--- config.mk ---
export PLATFORM = sky130hd
export DESIGN_NAME = cspr_core_regs
export DESIGN_NICKNAME = d
export VERILOG_FILES = /design/src/cspr_pkg.sv /design/src/cspr_core_regs.sv /design/src/cspr_stack.sv
export SDC_FILE = /design/constraint.sdc
export NUM_CORES = 1
export LEC_CHECK = 0
export BUFFER_PORTS_ARGS = -buffer_cell sky130_fd_sc_hd__buf_2
export CAP_MARGIN = 20
export CORE_MARGIN = 2
export CORE_UTILIZATION = 49
export DETAILED_ROUTE_END_ITERATION = 12
export HOLD_SLACK_MARGIN = 0.02
export PLACE_DENSITY = 0.85
export SLEW_MARGIN = 20
export SYNTH_ARGS = -nofsm -noshare
export SYNTH_HDL_FRONTEND = slang
export SYNTH_SLANG_ARGS = --single-unit
--- constraint.sdc ---
create_clock -name sys_clk_i -period 3.6 [get_ports sys_clk_i]
set_input_delay 0.36 -clock sys_clk_i [delete_from_list [all_inputs] [get_ports sys_clk_i]]
set_output_delay 0.36 -clock sys_clk_i [all_outputs]
set_load 0.1 [all_outputs]
--- src/cspr_pkg.sv ---
// constants and carrier types for the core special register block
//
// Contract
// RL1 - push increments the stack top pointer before the byte is written
// RL2 - stack top pointer resets to 0x07
// RL3 - data pointer low and high bytes form one 16-bit indirect pointer
// RL4 - carry flag bit 7 set on carry or borrow, else cleared
// RL5 - half-carry bit 6 set on nibble carry or borrow, else cleared
// RL6 - status bits 5 and 1 are plain software flags, bit addressable
// RL7 - bank select bits 4:3 pick one of four eight-byte register windows
// RL8 - overflow bit 2 set on signed overflow, product over 255, divide by 0
// RL9 - overflow cleared by add, addc, subb, mul, div otherwise
// RL10 - status bit 0 always shows odd parity of accumulator, read only
// RL11 - software never writes one to reserved bits; they reset to zero
// RL12 - accumulator is arithmetic operand and result, resets zero, bit access
// RL13 - these registers decode at fixed addresses on every page
// RL14 - pop reads at the stack top pointer then decrements it
package cspr_pkg;
   // =======================================================
   // register addresses
   localparam logic [7:0] ADDR_STACK_TOP = 8'h81;
   localparam logic [7:0] ADDR_INDIRECT_DATA_POINTER_LOW = 8'h82;
   localparam logic [7:0] ADDR_INDIRECT_DATA_POINTER_HIGH = 8'h83;
   localparam logic [7:0] ADDR_STATUS = 8'hD0;
   localparam logic [7:0] ADDR_WORK = 8'hE0;
   // =======================================================
   // reset values
   localparam logic [7:0] RST_STACK_TOP = 8'h07;
   localparam logic [7:0] RST_ZERO = 8'h00;
   // =======================================================
   // status word bit positions
   localparam int BIT_CARRY = 7;
   localparam int BIT_HALF = 6;
   localparam int BIT_UFLAG0 = 5;
   localparam int BIT_BANK_HI = 4;
   localparam int BIT_BANK_LO = 3;
   localparam int BIT_OVFL = 2;
   localparam int BIT_UFLAG1 = 1;
   localparam int BIT_PARITY = 0;
   localparam logic [7:0] STATUS_SW_MASK = 8'hFE;
   localparam logic [7:0] PRODUCT_LIMIT = 8'hFF;
   localparam logic [7:0] ONE_BYTE = 8'h01;
   localparam logic [2:0] BANK_SHIFT = 3'h3;
   // =======================================================
   // arithmetic operation kinds reported by the datapath
   typedef enum logic [2:0] {
      CSPR_OP_NONE, CSPR_OP_ADD, CSPR_OP_ADDC, CSPR_OP_SUBB,
      CSPR_OP_MUL, CSPR_OP_DIV, CSPR_OP_OTHER
   } cspr_op_t;
   // result report from the arithmetic unit
   typedef struct packed {
      cspr_op_t op;
      logic [7:0] result;
      logic carry;
      logic half_carry;
      logic sign_ovfl;
      logic [15:0] product;
      logic [7:0] divisor;
   } cspr_alu_t;
   // software access to the special register space
   typedef struct packed {
      logic wr;
      logic bit_wr;
      logic [7:0] addr;
      logic [7:0] wdata;
      logic [2:0] bit_sel;
      logic bit_val;
   } cspr_sfr_t;
endpackage

--- src/cspr_core_regs.sv ---
// core special registers: stack, data pointer, status word, accumulator
`timescale 1ns/10ps
module cspr_core_regs (
   // clock and reset
   input wire logic sys_clk_i,
   input wire logic rst_i,
   // special register space access
   input wire cspr_pkg::cspr_sfr_t sfr_i,
   input wire logic [7:0] sfr_raddr_i,
   output logic [7:0] sfr_rdata_o,
   output logic sfr_hit_o,
   // datapath writes and flag updates
   input wire logic acc_wr_i,
   input wire logic [7:0] acc_wdata_i,
   input wire logic alu_valid_i,
   input wire cspr_pkg::cspr_alu_t alu_i,
   input wire logic push_i,
   input wire logic pop_i,
   // register state seen by the datapath
   output logic [7:0] acc_o,
   output logic [7:0] status_o,
   output logic [15:0] indirect_data_pointer_o,
   output logic [7:0] stack_top_pointer_o,
   output logic [7:0] push_addr_o,
   output logic [4:0] bank_base_o
);
   // =======================================================
   // state
   logic [7:0] data_pointer_low;
   logic [7:0] data_pointer_high;
   logic [7:0] main_work_register;
   logic [7:0] status_sw; // bits 7..1, bit 0 unused
   logic [7:0] next_data_pointer_low;
   logic [7:0] next_data_pointer_high;
   logic [7:0] next_main_work_register;
   logic [7:0] next_status_sw;
   logic [7:0] next_status;
   logic [7:0] next_rdata;
   logic next_hit;
   logic stack_load;

   // byte write or single bit write merged into the old value
   function automatic logic [7:0] merge_write(input logic [7:0] old,
                                              input cspr_pkg::cspr_sfr_t s);
      logic [7:0] v;
      v = old;
      if (s.wr) begin
         v = s.wdata;
      end else if (s.bit_wr) begin
         v[s.bit_sel] = s.bit_val;
      end
      return v;
   endfunction

   // software write strobe to a fixed address, page is ignored
   function automatic logic hit_wr(input cspr_pkg::cspr_sfr_t s,
                                   input logic [7:0] a);
      return (s.wr || s.bit_wr) && s.addr == a; // see RL13
   endfunction

   // =======================================================
   // stack pointer
   assign stack_load = hit_wr(sfr_i, cspr_pkg::ADDR_STACK_TOP) && sfr_i.wr;

   cspr_stack #(
      .RESET_VALUE(cspr_pkg::RST_STACK_TOP)
   ) u_stack (
      .sys_clk_i(sys_clk_i),
      .rst_i(rst_i),
      .push_i(push_i),
      .pop_i(pop_i),
      .load_i(stack_load),
      .load_val_i(sfr_i.wdata),
      .ptr_o(stack_top_pointer_o),
      .push_addr_o(push_addr_o)
   );

   // =======================================================
   // next values of data pointer, accumulator and status word
   always_comb begin
      next_data_pointer_low = data_pointer_low;
      next_data_pointer_high = data_pointer_high;
      if (hit_wr(sfr_i, cspr_pkg::ADDR_INDIRECT_DATA_POINTER_LOW)) begin
         next_data_pointer_low = merge_write(data_pointer_low, sfr_i);
      end
      if (hit_wr(sfr_i, cspr_pkg::ADDR_INDIRECT_DATA_POINTER_HIGH)) begin
         next_data_pointer_high = merge_write(data_pointer_high, sfr_i);
      end
      // accumulator: datapath result wins over software write
      next_main_work_register = main_work_register;
      if (hit_wr(sfr_i, cspr_pkg::ADDR_WORK)) begin
         next_main_work_register = merge_write(main_work_register, sfr_i);
      end
      if (acc_wr_i) begin
         next_main_work_register = acc_wdata_i; // see RL12
      end
      // software writes; parity bit is never stored
      next_status_sw = status_sw;
      if (hit_wr(sfr_i, cspr_pkg::ADDR_STATUS)) begin
         next_status_sw = merge_write(status_sw, sfr_i)
                          & cspr_pkg::STATUS_SW_MASK; // see RL6
      end
      // arithmetic flag updates win over software
      if (alu_valid_i && alu_i.op != cspr_pkg::CSPR_OP_NONE) begin
         next_status_sw[cspr_pkg::BIT_CARRY] = alu_i.carry; // see RL4
         next_status_sw[cspr_pkg::BIT_HALF] = alu_i.half_carry; // see RL5
         unique case (alu_i.op)
            cspr_pkg::CSPR_OP_ADD, cspr_pkg::CSPR_OP_ADDC,
            cspr_pkg::CSPR_OP_SUBB: begin
               next_status_sw[cspr_pkg::BIT_OVFL] = alu_i.sign_ovfl; // see RL8
            end
            cspr_pkg::CSPR_OP_MUL: begin
               next_status_sw[cspr_pkg::BIT_OVFL] =
                  alu_i.product[15:8] != 8'h00; // see RL8
            end
            cspr_pkg::CSPR_OP_DIV: begin
               next_status_sw[cspr_pkg::BIT_OVFL] =
                  alu_i.divisor == cspr_pkg::RST_ZERO; // see RL9
            end
            default: begin
            end
         endcase
      end
      // parity follows the accumulator value being registered
      next_status = next_status_sw;
      next_status[cspr_pkg::BIT_PARITY] = ^next_main_work_register; // see RL10
   end

   // =======================================================
   // read decode at fixed addresses
   always_comb begin
      next_hit = 1'b1;
      unique case (sfr_raddr_i)
         cspr_pkg::ADDR_STACK_TOP: next_rdata = stack_top_pointer_o;
         cspr_pkg::ADDR_INDIRECT_DATA_POINTER_LOW: next_rdata = data_pointer_low;
         cspr_pkg::ADDR_INDIRECT_DATA_POINTER_HIGH: next_rdata = data_pointer_high;
         cspr_pkg::ADDR_STATUS: next_rdata = status_o;
         cspr_pkg::ADDR_WORK: next_rdata = main_work_register;
         default: begin
            next_rdata = cspr_pkg::RST_ZERO;
            next_hit = 1'b0;
         end
      endcase
   end

   // register everything
   always_ff @(posedge sys_clk_i) begin
      if (rst_i) begin
         data_pointer_low <= cspr_pkg::RST_ZERO;
         data_pointer_high <= cspr_pkg::RST_ZERO;
         main_work_register <= cspr_pkg::RST_ZERO; // see RL12
         status_sw <= cspr_pkg::RST_ZERO; // see RL11
         status_o <= cspr_pkg::RST_ZERO;
         acc_o <= cspr_pkg::RST_ZERO;
         indirect_data_pointer_o <= {cspr_pkg::RST_ZERO, cspr_pkg::RST_ZERO};
         bank_base_o <= 5'h00;
         sfr_rdata_o <= cspr_pkg::RST_ZERO;
         sfr_hit_o <= 1'b0;
      end else begin
         data_pointer_low <= next_data_pointer_low;
         data_pointer_high <= next_data_pointer_high;
         main_work_register <= next_main_work_register;
         status_sw <= next_status_sw;
         status_o <= next_status;
         acc_o <= next_main_work_register;
         indirect_data_pointer_o <= {next_data_pointer_high,
                                     next_data_pointer_low}; // see RL3
         bank_base_o <= {next_status[cspr_pkg::BIT_BANK_HI],
                         next_status[cspr_pkg::BIT_BANK_LO],
                         cspr_pkg::BANK_SHIFT'(0)}; // see RL7
         sfr_rdata_o <= next_rdata;
         sfr_hit_o <= next_hit;
      end
   end

   // =======================================================
   // checks
   // parity bit follows the registered accumulator
   parity_track_a: assert property ( // see RL10
      @(posedge sys_clk_i) disable iff (rst_i)
      status_o[cspr_pkg::BIT_PARITY] == ^acc_o)
      else $error("parity bit disagrees with accumulator");
   // the wide pointer is the two bytes side by side
   pointer_join_a: assert property ( // see RL3
      @(posedge sys_clk_i) disable iff (rst_i)
      indirect_data_pointer_o == {data_pointer_high, data_pointer_low})
      else $error("indirect pointer not formed from bytes");
   // bank base is the select bits times eight
   bank_window_a: assert property ( // see RL7
      @(posedge sys_clk_i) disable iff (rst_i)
      bank_base_o == {status_o[cspr_pkg::BIT_BANK_HI],
                      status_o[cspr_pkg::BIT_BANK_LO],
                      cspr_pkg::BANK_SHIFT'(0)})
      else $error("bank window does not match select bits");
   // every reported operation replaces the carry flag
   carry_update_a: assert property ( // see RL4
      @(posedge sys_clk_i) disable iff (rst_i)
      alu_valid_i && alu_i.op != cspr_pkg::CSPR_OP_NONE
      |=> status_o[cspr_pkg::BIT_CARRY] == $past(alu_i.carry))
      else $error("carry flag not updated by arithmetic");
   // every reported operation replaces the half carry flag
   half_update_a: assert property ( // see RL5
      @(posedge sys_clk_i) disable iff (rst_i)
      alu_valid_i && alu_i.op != cspr_pkg::CSPR_OP_NONE
      |=> status_o[cspr_pkg::BIT_HALF] == $past(alu_i.half_carry))
      else $error("half carry flag not updated");
   // add, add with carry and subtract report signed overflow
   add_ovfl_a: assert property ( // see RL8, RL9
      @(posedge sys_clk_i) disable iff (rst_i)
      alu_valid_i && alu_i.op inside {cspr_pkg::CSPR_OP_ADD,
         cspr_pkg::CSPR_OP_ADDC, cspr_pkg::CSPR_OP_SUBB}
      |=> status_o[cspr_pkg::BIT_OVFL] == $past(alu_i.sign_ovfl))
      else $error("add or subtract overflow flag wrong");
   // multiply overflow means a product above one byte
   mul_ovfl_a: assert property ( // see RL8, RL9
      @(posedge sys_clk_i) disable iff (rst_i)
      alu_valid_i && alu_i.op == cspr_pkg::CSPR_OP_MUL
      |=> status_o[cspr_pkg::BIT_OVFL]
          == ($past(alu_i.product) > 16'(cspr_pkg::PRODUCT_LIMIT)))
      else $error("multiply overflow flag wrong");
   // divide overflow means a zero divisor
   div_ovfl_a: assert property ( // see RL8, RL9
      @(posedge sys_clk_i) disable iff (rst_i)
      alu_valid_i && alu_i.op == cspr_pkg::CSPR_OP_DIV
      |=> status_o[cspr_pkg::BIT_OVFL]
          == ($past(alu_i.divisor) == cspr_pkg::RST_ZERO))
      else $error("divide overflow flag wrong");
   // software byte write reaches the user flags
   user_flag_a: assert property ( // see RL6
      @(posedge sys_clk_i) disable iff (rst_i)
      sfr_i.wr && sfr_i.addr == cspr_pkg::ADDR_STATUS && !alu_valid_i
      |=> status_o[cspr_pkg::BIT_UFLAG0]
             == $past(sfr_i.wdata[cspr_pkg::BIT_UFLAG0])
          && status_o[cspr_pkg::BIT_UFLAG1]
             == $past(sfr_i.wdata[cspr_pkg::BIT_UFLAG1]))
      else $error("user flags not written by software");
   // datapath result lands in the accumulator
   acc_source_a: assert property ( // see RL12
      @(posedge sys_clk_i) disable iff (rst_i)
      acc_wr_i |=> acc_o == $past(acc_wdata_i))
      else $error("accumulator did not take datapath result");
   // status word reads back at its fixed address
   status_read_a: assert property ( // see RL13
      @(posedge sys_clk_i) disable iff (rst_i)
      sfr_raddr_i == cspr_pkg::ADDR_STATUS
      |=> sfr_rdata_o == $past(status_o))
      else $error("status word read back wrong");
   // next push address sits one above the stack top
   push_addr_a: assert property ( // see RL1
      @(posedge sys_clk_i) disable iff (rst_i)
      push_addr_o == stack_top_pointer_o + cspr_pkg::ONE_BYTE)
      else $error("push address not one above stack top");
   // accumulator and status word clear on reset
   acc_reset_a: assert property ( // see RL12
      @(posedge sys_clk_i)
      rst_i |=> acc_o == cspr_pkg::RST_ZERO
          && status_o == cspr_pkg::RST_ZERO)
      else $error("accumulator or status not cleared by reset");
endmodule

--- src/cspr_stack.sv ---
// stack top pointer with push and pop sequencing
`timescale 1ns/10ps
module cspr_stack #(
   parameter logic [7:0] RESET_VALUE = cspr_pkg::RST_STACK_TOP
) (
   // clock and reset
   input wire logic sys_clk_i,
   input wire logic rst_i,
   // control
   input wire logic push_i,
   input wire logic pop_i,
   input wire logic load_i,
   input wire logic [7:0] load_val_i,
   // state
   output logic [7:0] ptr_o,
   output logic [7:0] push_addr_o
);
   logic [7:0] next_ptr;
   logic [7:0] next_push_addr;

   // next pointer: push pre-increments, pop post-decrements
   always_comb begin
      next_ptr = ptr_o;
      if (push_i && !pop_i) begin
         next_ptr = ptr_o + cspr_pkg::ONE_BYTE; // see RL1
      end else if (pop_i && !push_i) begin
         next_ptr = ptr_o - cspr_pkg::ONE_BYTE; // see RL14
      end else if (load_i) begin
         next_ptr = load_val_i;
      end
      next_push_addr = next_ptr + cspr_pkg::ONE_BYTE;
   end

   // register the pointer
   always_ff @(posedge sys_clk_i) begin
      if (rst_i) begin
         ptr_o <= RESET_VALUE; // see RL2
         push_addr_o <= RESET_VALUE + cspr_pkg::ONE_BYTE;
      end else begin
         ptr_o <= next_ptr;
         push_addr_o <= next_push_addr;
      end
   end

   // push moves the pointer up by one
   push_step_a: assert property ( // see RL1
      @(posedge sys_clk_i) disable iff (rst_i)
      push_i && !pop_i |=> ptr_o == $past(ptr_o) + cspr_pkg::ONE_BYTE)
      else $error("push did not increment pointer");
   // pop moves the pointer down by one
   pop_step_a: assert property ( // see RL14
      @(posedge sys_clk_i) disable iff (rst_i)
      pop_i && !push_i |=> ptr_o == $past(ptr_o) - cspr_pkg::ONE_BYTE)
      else $error("pop did not decrement pointer");
   // reset value after release
   stack_reset_a: assert property ( // see RL2
      @(posedge sys_clk_i)
      rst_i |=> ptr_o == RESET_VALUE)
      else $error("stack pointer reset value wrong");
endmodule

==> flow_metrics.py <==
metrics = {
    "run_status": {
        "outcome": "completed",
    },
    "critical_path": {
        "cp.arrival_ns": 3.11,
        "path_class": "in -> reg",
        "crit_fanout": 8,
        "end_kind": "flop",
        "cp-start-kind": "input port",
        "crit_required_ns": 3.88,
    },
    "detailed_routing": {
        "drc": 0,
        "wire_per_inst_um": 17.1,
        "drt_iter0_drc": 366,
        "drtPass1Iterations": 6,
        "wl_mm": 11.1,
        "viasPerCell": 6.07,
        "drtAntennaViolNets": 0,
        "vias": 3948,
    },
    "synth": {
        "yosysSeqAreaShare": 0.329,
        "syn-mean-instance-area_um2": 7.89,
        "synthCells": 440,
        "synth_cell_types": 56,
        "synthArstFlopShare": 0,
        "synth_warnings": 0,
        "ys_ff_latch": 57,
        "synth-edff-count": 0,
        "syn-cell-area_um2": 3470,
        "synth_ff_type": "dfxtp_1",
    },
    "cts": {
        "cts.sinks": 57,
        "postCtsHoldBufs": 0,
        "numCtsBuffers": 9,
        "htree_levels": 3,
        "postCtsSetupRepairBufs": 0,
        "clockBufferDepth": 2,
        "cts.repair.resized": 0,
        "cts-root-buf": "clkbuf_8",
        "clk_latency_ns": 0.34,
        "cts_tree": "built",
        "clk_pin_slew_worst_paths_ns": 0.07,
    },
    "floorplanning": {
        "row_count": 30,
        "start_util": 0.508,
        "dieArea_um2": 7770,
        "dieWidth_um": 88.2,
        "coreArea_um2": 6830,
        "ios": 144,
        "die_h_um": 88.2,
    },
    "final_layout": {
        "finalNetCount": 634,
        "syn_to_final_growth_pct": 23.2,
        "layout-drive-gt1-share": 0.285,
        "antenna_cells": 0,
    },
    "place": {
        "dp_slack_ns": 0.421,
        "hpwlAfterDp_mm": 8.20,
        "globalplace.congestion": 0.981,
        "portBuffers": 124,
    },
    "timing": {
        "grt_setup_unrepaired": "no",
        "period_share": 0.787,
        "min_period_ns": 2.83,
        "skew_ns": 0.0111,
        "worst_slack_ns": 0.767,
        "worst_slew_margin_rel": 0.421,
        "maxSlewViolCount": 0,
        "fmax_ghz": 0.353,
        "fin_tns_setup_ns": 0,
        "setup_violations": 0,
        "worst_pin_slew_ns": 0.868,
        "hold_violations": 0,
    },
    "grt": {
        "grt.overflow.total": 0,
        "grt_pass1_vias": 3527,
        "grt_usage": 0.285,
        "grt_max_degree": 49,
        "antenna_found_initial": 0,
        "grt_pass1_wl_mm": 17.0,
    },
    "pwr": {
        "p_leak_nw": 1.90,
        "pwr_density_cell_nw_per_um2": 440,
        "ir_drop_uv": 336,
    },
    "hold_path": {
        "hold_path_class": "in -> reg",
    },
    "run": {
        "drv_cap": 0,
    },
}
sequential cells by signal, summed over array words and instances, names as in the netlist:
name                     count
u_stack.push_addr_o          8
main_work_register           8
sfr_rdata_o                  8
u_stack.ptr_o                8
status_o                     8
sfr_hit_o                    1
indirect_data_pointer_o     16
cell usage in the layout (no fill, tap or decap), drive strengths merged, types with 3 or more instances in the layout:
cell type / Yosys / routed
o211ai: 4 / 4
xor2: 5 / 5
xnor2: 7 / 7
and3b: 4 / 4
or3b: 3 / 3
nor2b: 7 / 7
o31ai: 7 / 7
and2: 4 / 4
nor3: 7 / 7
a21o: 4 / 4
a21oi: 40 / 40
clkbuf: 22 / 11
nand2b: 6 / 6
or3: 3 / 3
buf: 8 / 127
nand3b: 5 / 5
nand2: 30 / 30
nand3: 7 / 7
nor4: 10 / 10
a211oi: 8 / 8
a311oi: 7 / 7
clkinv: 0 / 3
inv: 14 / 14
and3: 3 / 3
nand4: 6 / 6
ha: 3 / 3
o21ai: 23 / 23
mux2: 10 / 10
a31oi: 6 / 6
a22oi: 16 / 16
mux2i: 9 / 9
nor2: 63 / 63
or4: 3 / 3
o22ai: 3 / 3
nor3b: 6 / 6
conb: 1 / 3
dfxtp: 57 / 57
Yosys cell counts (all sizes together), types with 7 or more instances:
master / instances / area [um^2]
a211oi: 8 / 60.1
a21oi: 40 / 200
a22oi: 16 / 120
a311oi: 7 / 61.3
buf: 8 / 63.8
clkbuf: 22 / 113
dfxtp: 57 / 1140
inv: 14 / 52.6
mux2: 10 / 113
mux2i: 9 / 90.1
nand2: 30 / 113
nand3: 7 / 35.0
nor2: 63 / 236
nor2b: 7 / 43.8
nor3: 7 / 35.0
nor4: 10 / 62.6
o21ai: 23 / 115
o31ai: 7 / 52.6
xnor2: 7 / 61.3
metal layers:
metal,routed length (um),track usage,up-vias
met1,4500,0.379,1845
met2,5260,0.455,251
met4,243,0.0992,0
li1,-,-,1816
met5,0,0,-
met3,1110,0.0660,36
final cells by class:
type | instances | area [um^2]
Fill cell | 621 | 2550
Multi-Input combinational cell | 340 | 2100
Sequential cell | 57 | 1140
Timing Repair Buffer | 127 | 643
Clock buffer | 11 | 141
Tap cell | 96 | 120
Clock inverter | 5 | 78.8
Inverter | 14 | 52.6
worst paths after layout:
kind                                    from                         end  slack (ns)  cells past startpoint
setup / recovery                   sfr_i[15]                 status_o[0]        0.77                      9
hold / removal                   alu_valid_i                 status_o[2]        0.23                      2
setup reg to reg            u_stack.ptr_o[2]      u_stack.push_addr_o[7]        0.95                      8
hold reg to reg   indirect_data_pointer_o[3]  indirect_data_pointer_o[3]        0.51                      2
logic make-up (layout without fill, tap and decap cells):
| family | after synthesis | in the layout | synth area share |
|---|---|---|---|
| simple gates | 173 | 173 | 0.254 |
| compound gates | 128 | 128 | 0.235 |
| flops | 57 | 57 | 0.329 |
| buf+inv | 45 | 157 | 0.0688 |
| mux | 19 | 19 | 0.0584 |
| xor+xnor | 14 | 14 | 0.0432 |
| fa+ha+maj | 3 | 3 | 0.0108 |
| other cells | 1 | 3 | 0.00108 |
per-stage QoR:
stage                     area [um^2]  utilization  total power, mW  cells  hold WS, ns
after detailed placement         4060        0.594             1.21    634        0.501
after global routing             4280        0.626             1.95    650        0.236
after CTS                        4280        0.626             1.88    650        0.230
final                            4280        0.626             1.88    650        0.233
after global placement           4060        0.594             1.20    634        0.472
after floorplan                  3480            -             1.10    442        0.472
report_power, final:
part / switching [mW] / internal [mW] / leakage, nW
clock: 0.273 / 0.408 / 0.113
combinational: 0.378 / 0.132 / 1.33
sequential: 0.0338 / 0.659 / 0.465
total: 0.684 / 1.20 / 1.90
worst max-delay path, stage by stage:
cell	delay [ns]
buf_2	0.10
or3b_1	0.50
or4_4	0.64
nor2_1	0.16
mux2_2	0.35
mux2i_1	0.21
xnor3_1	0.37
xnor3_1	0.33
nor2_1	0.08
(Power assumes the default switching activity.)
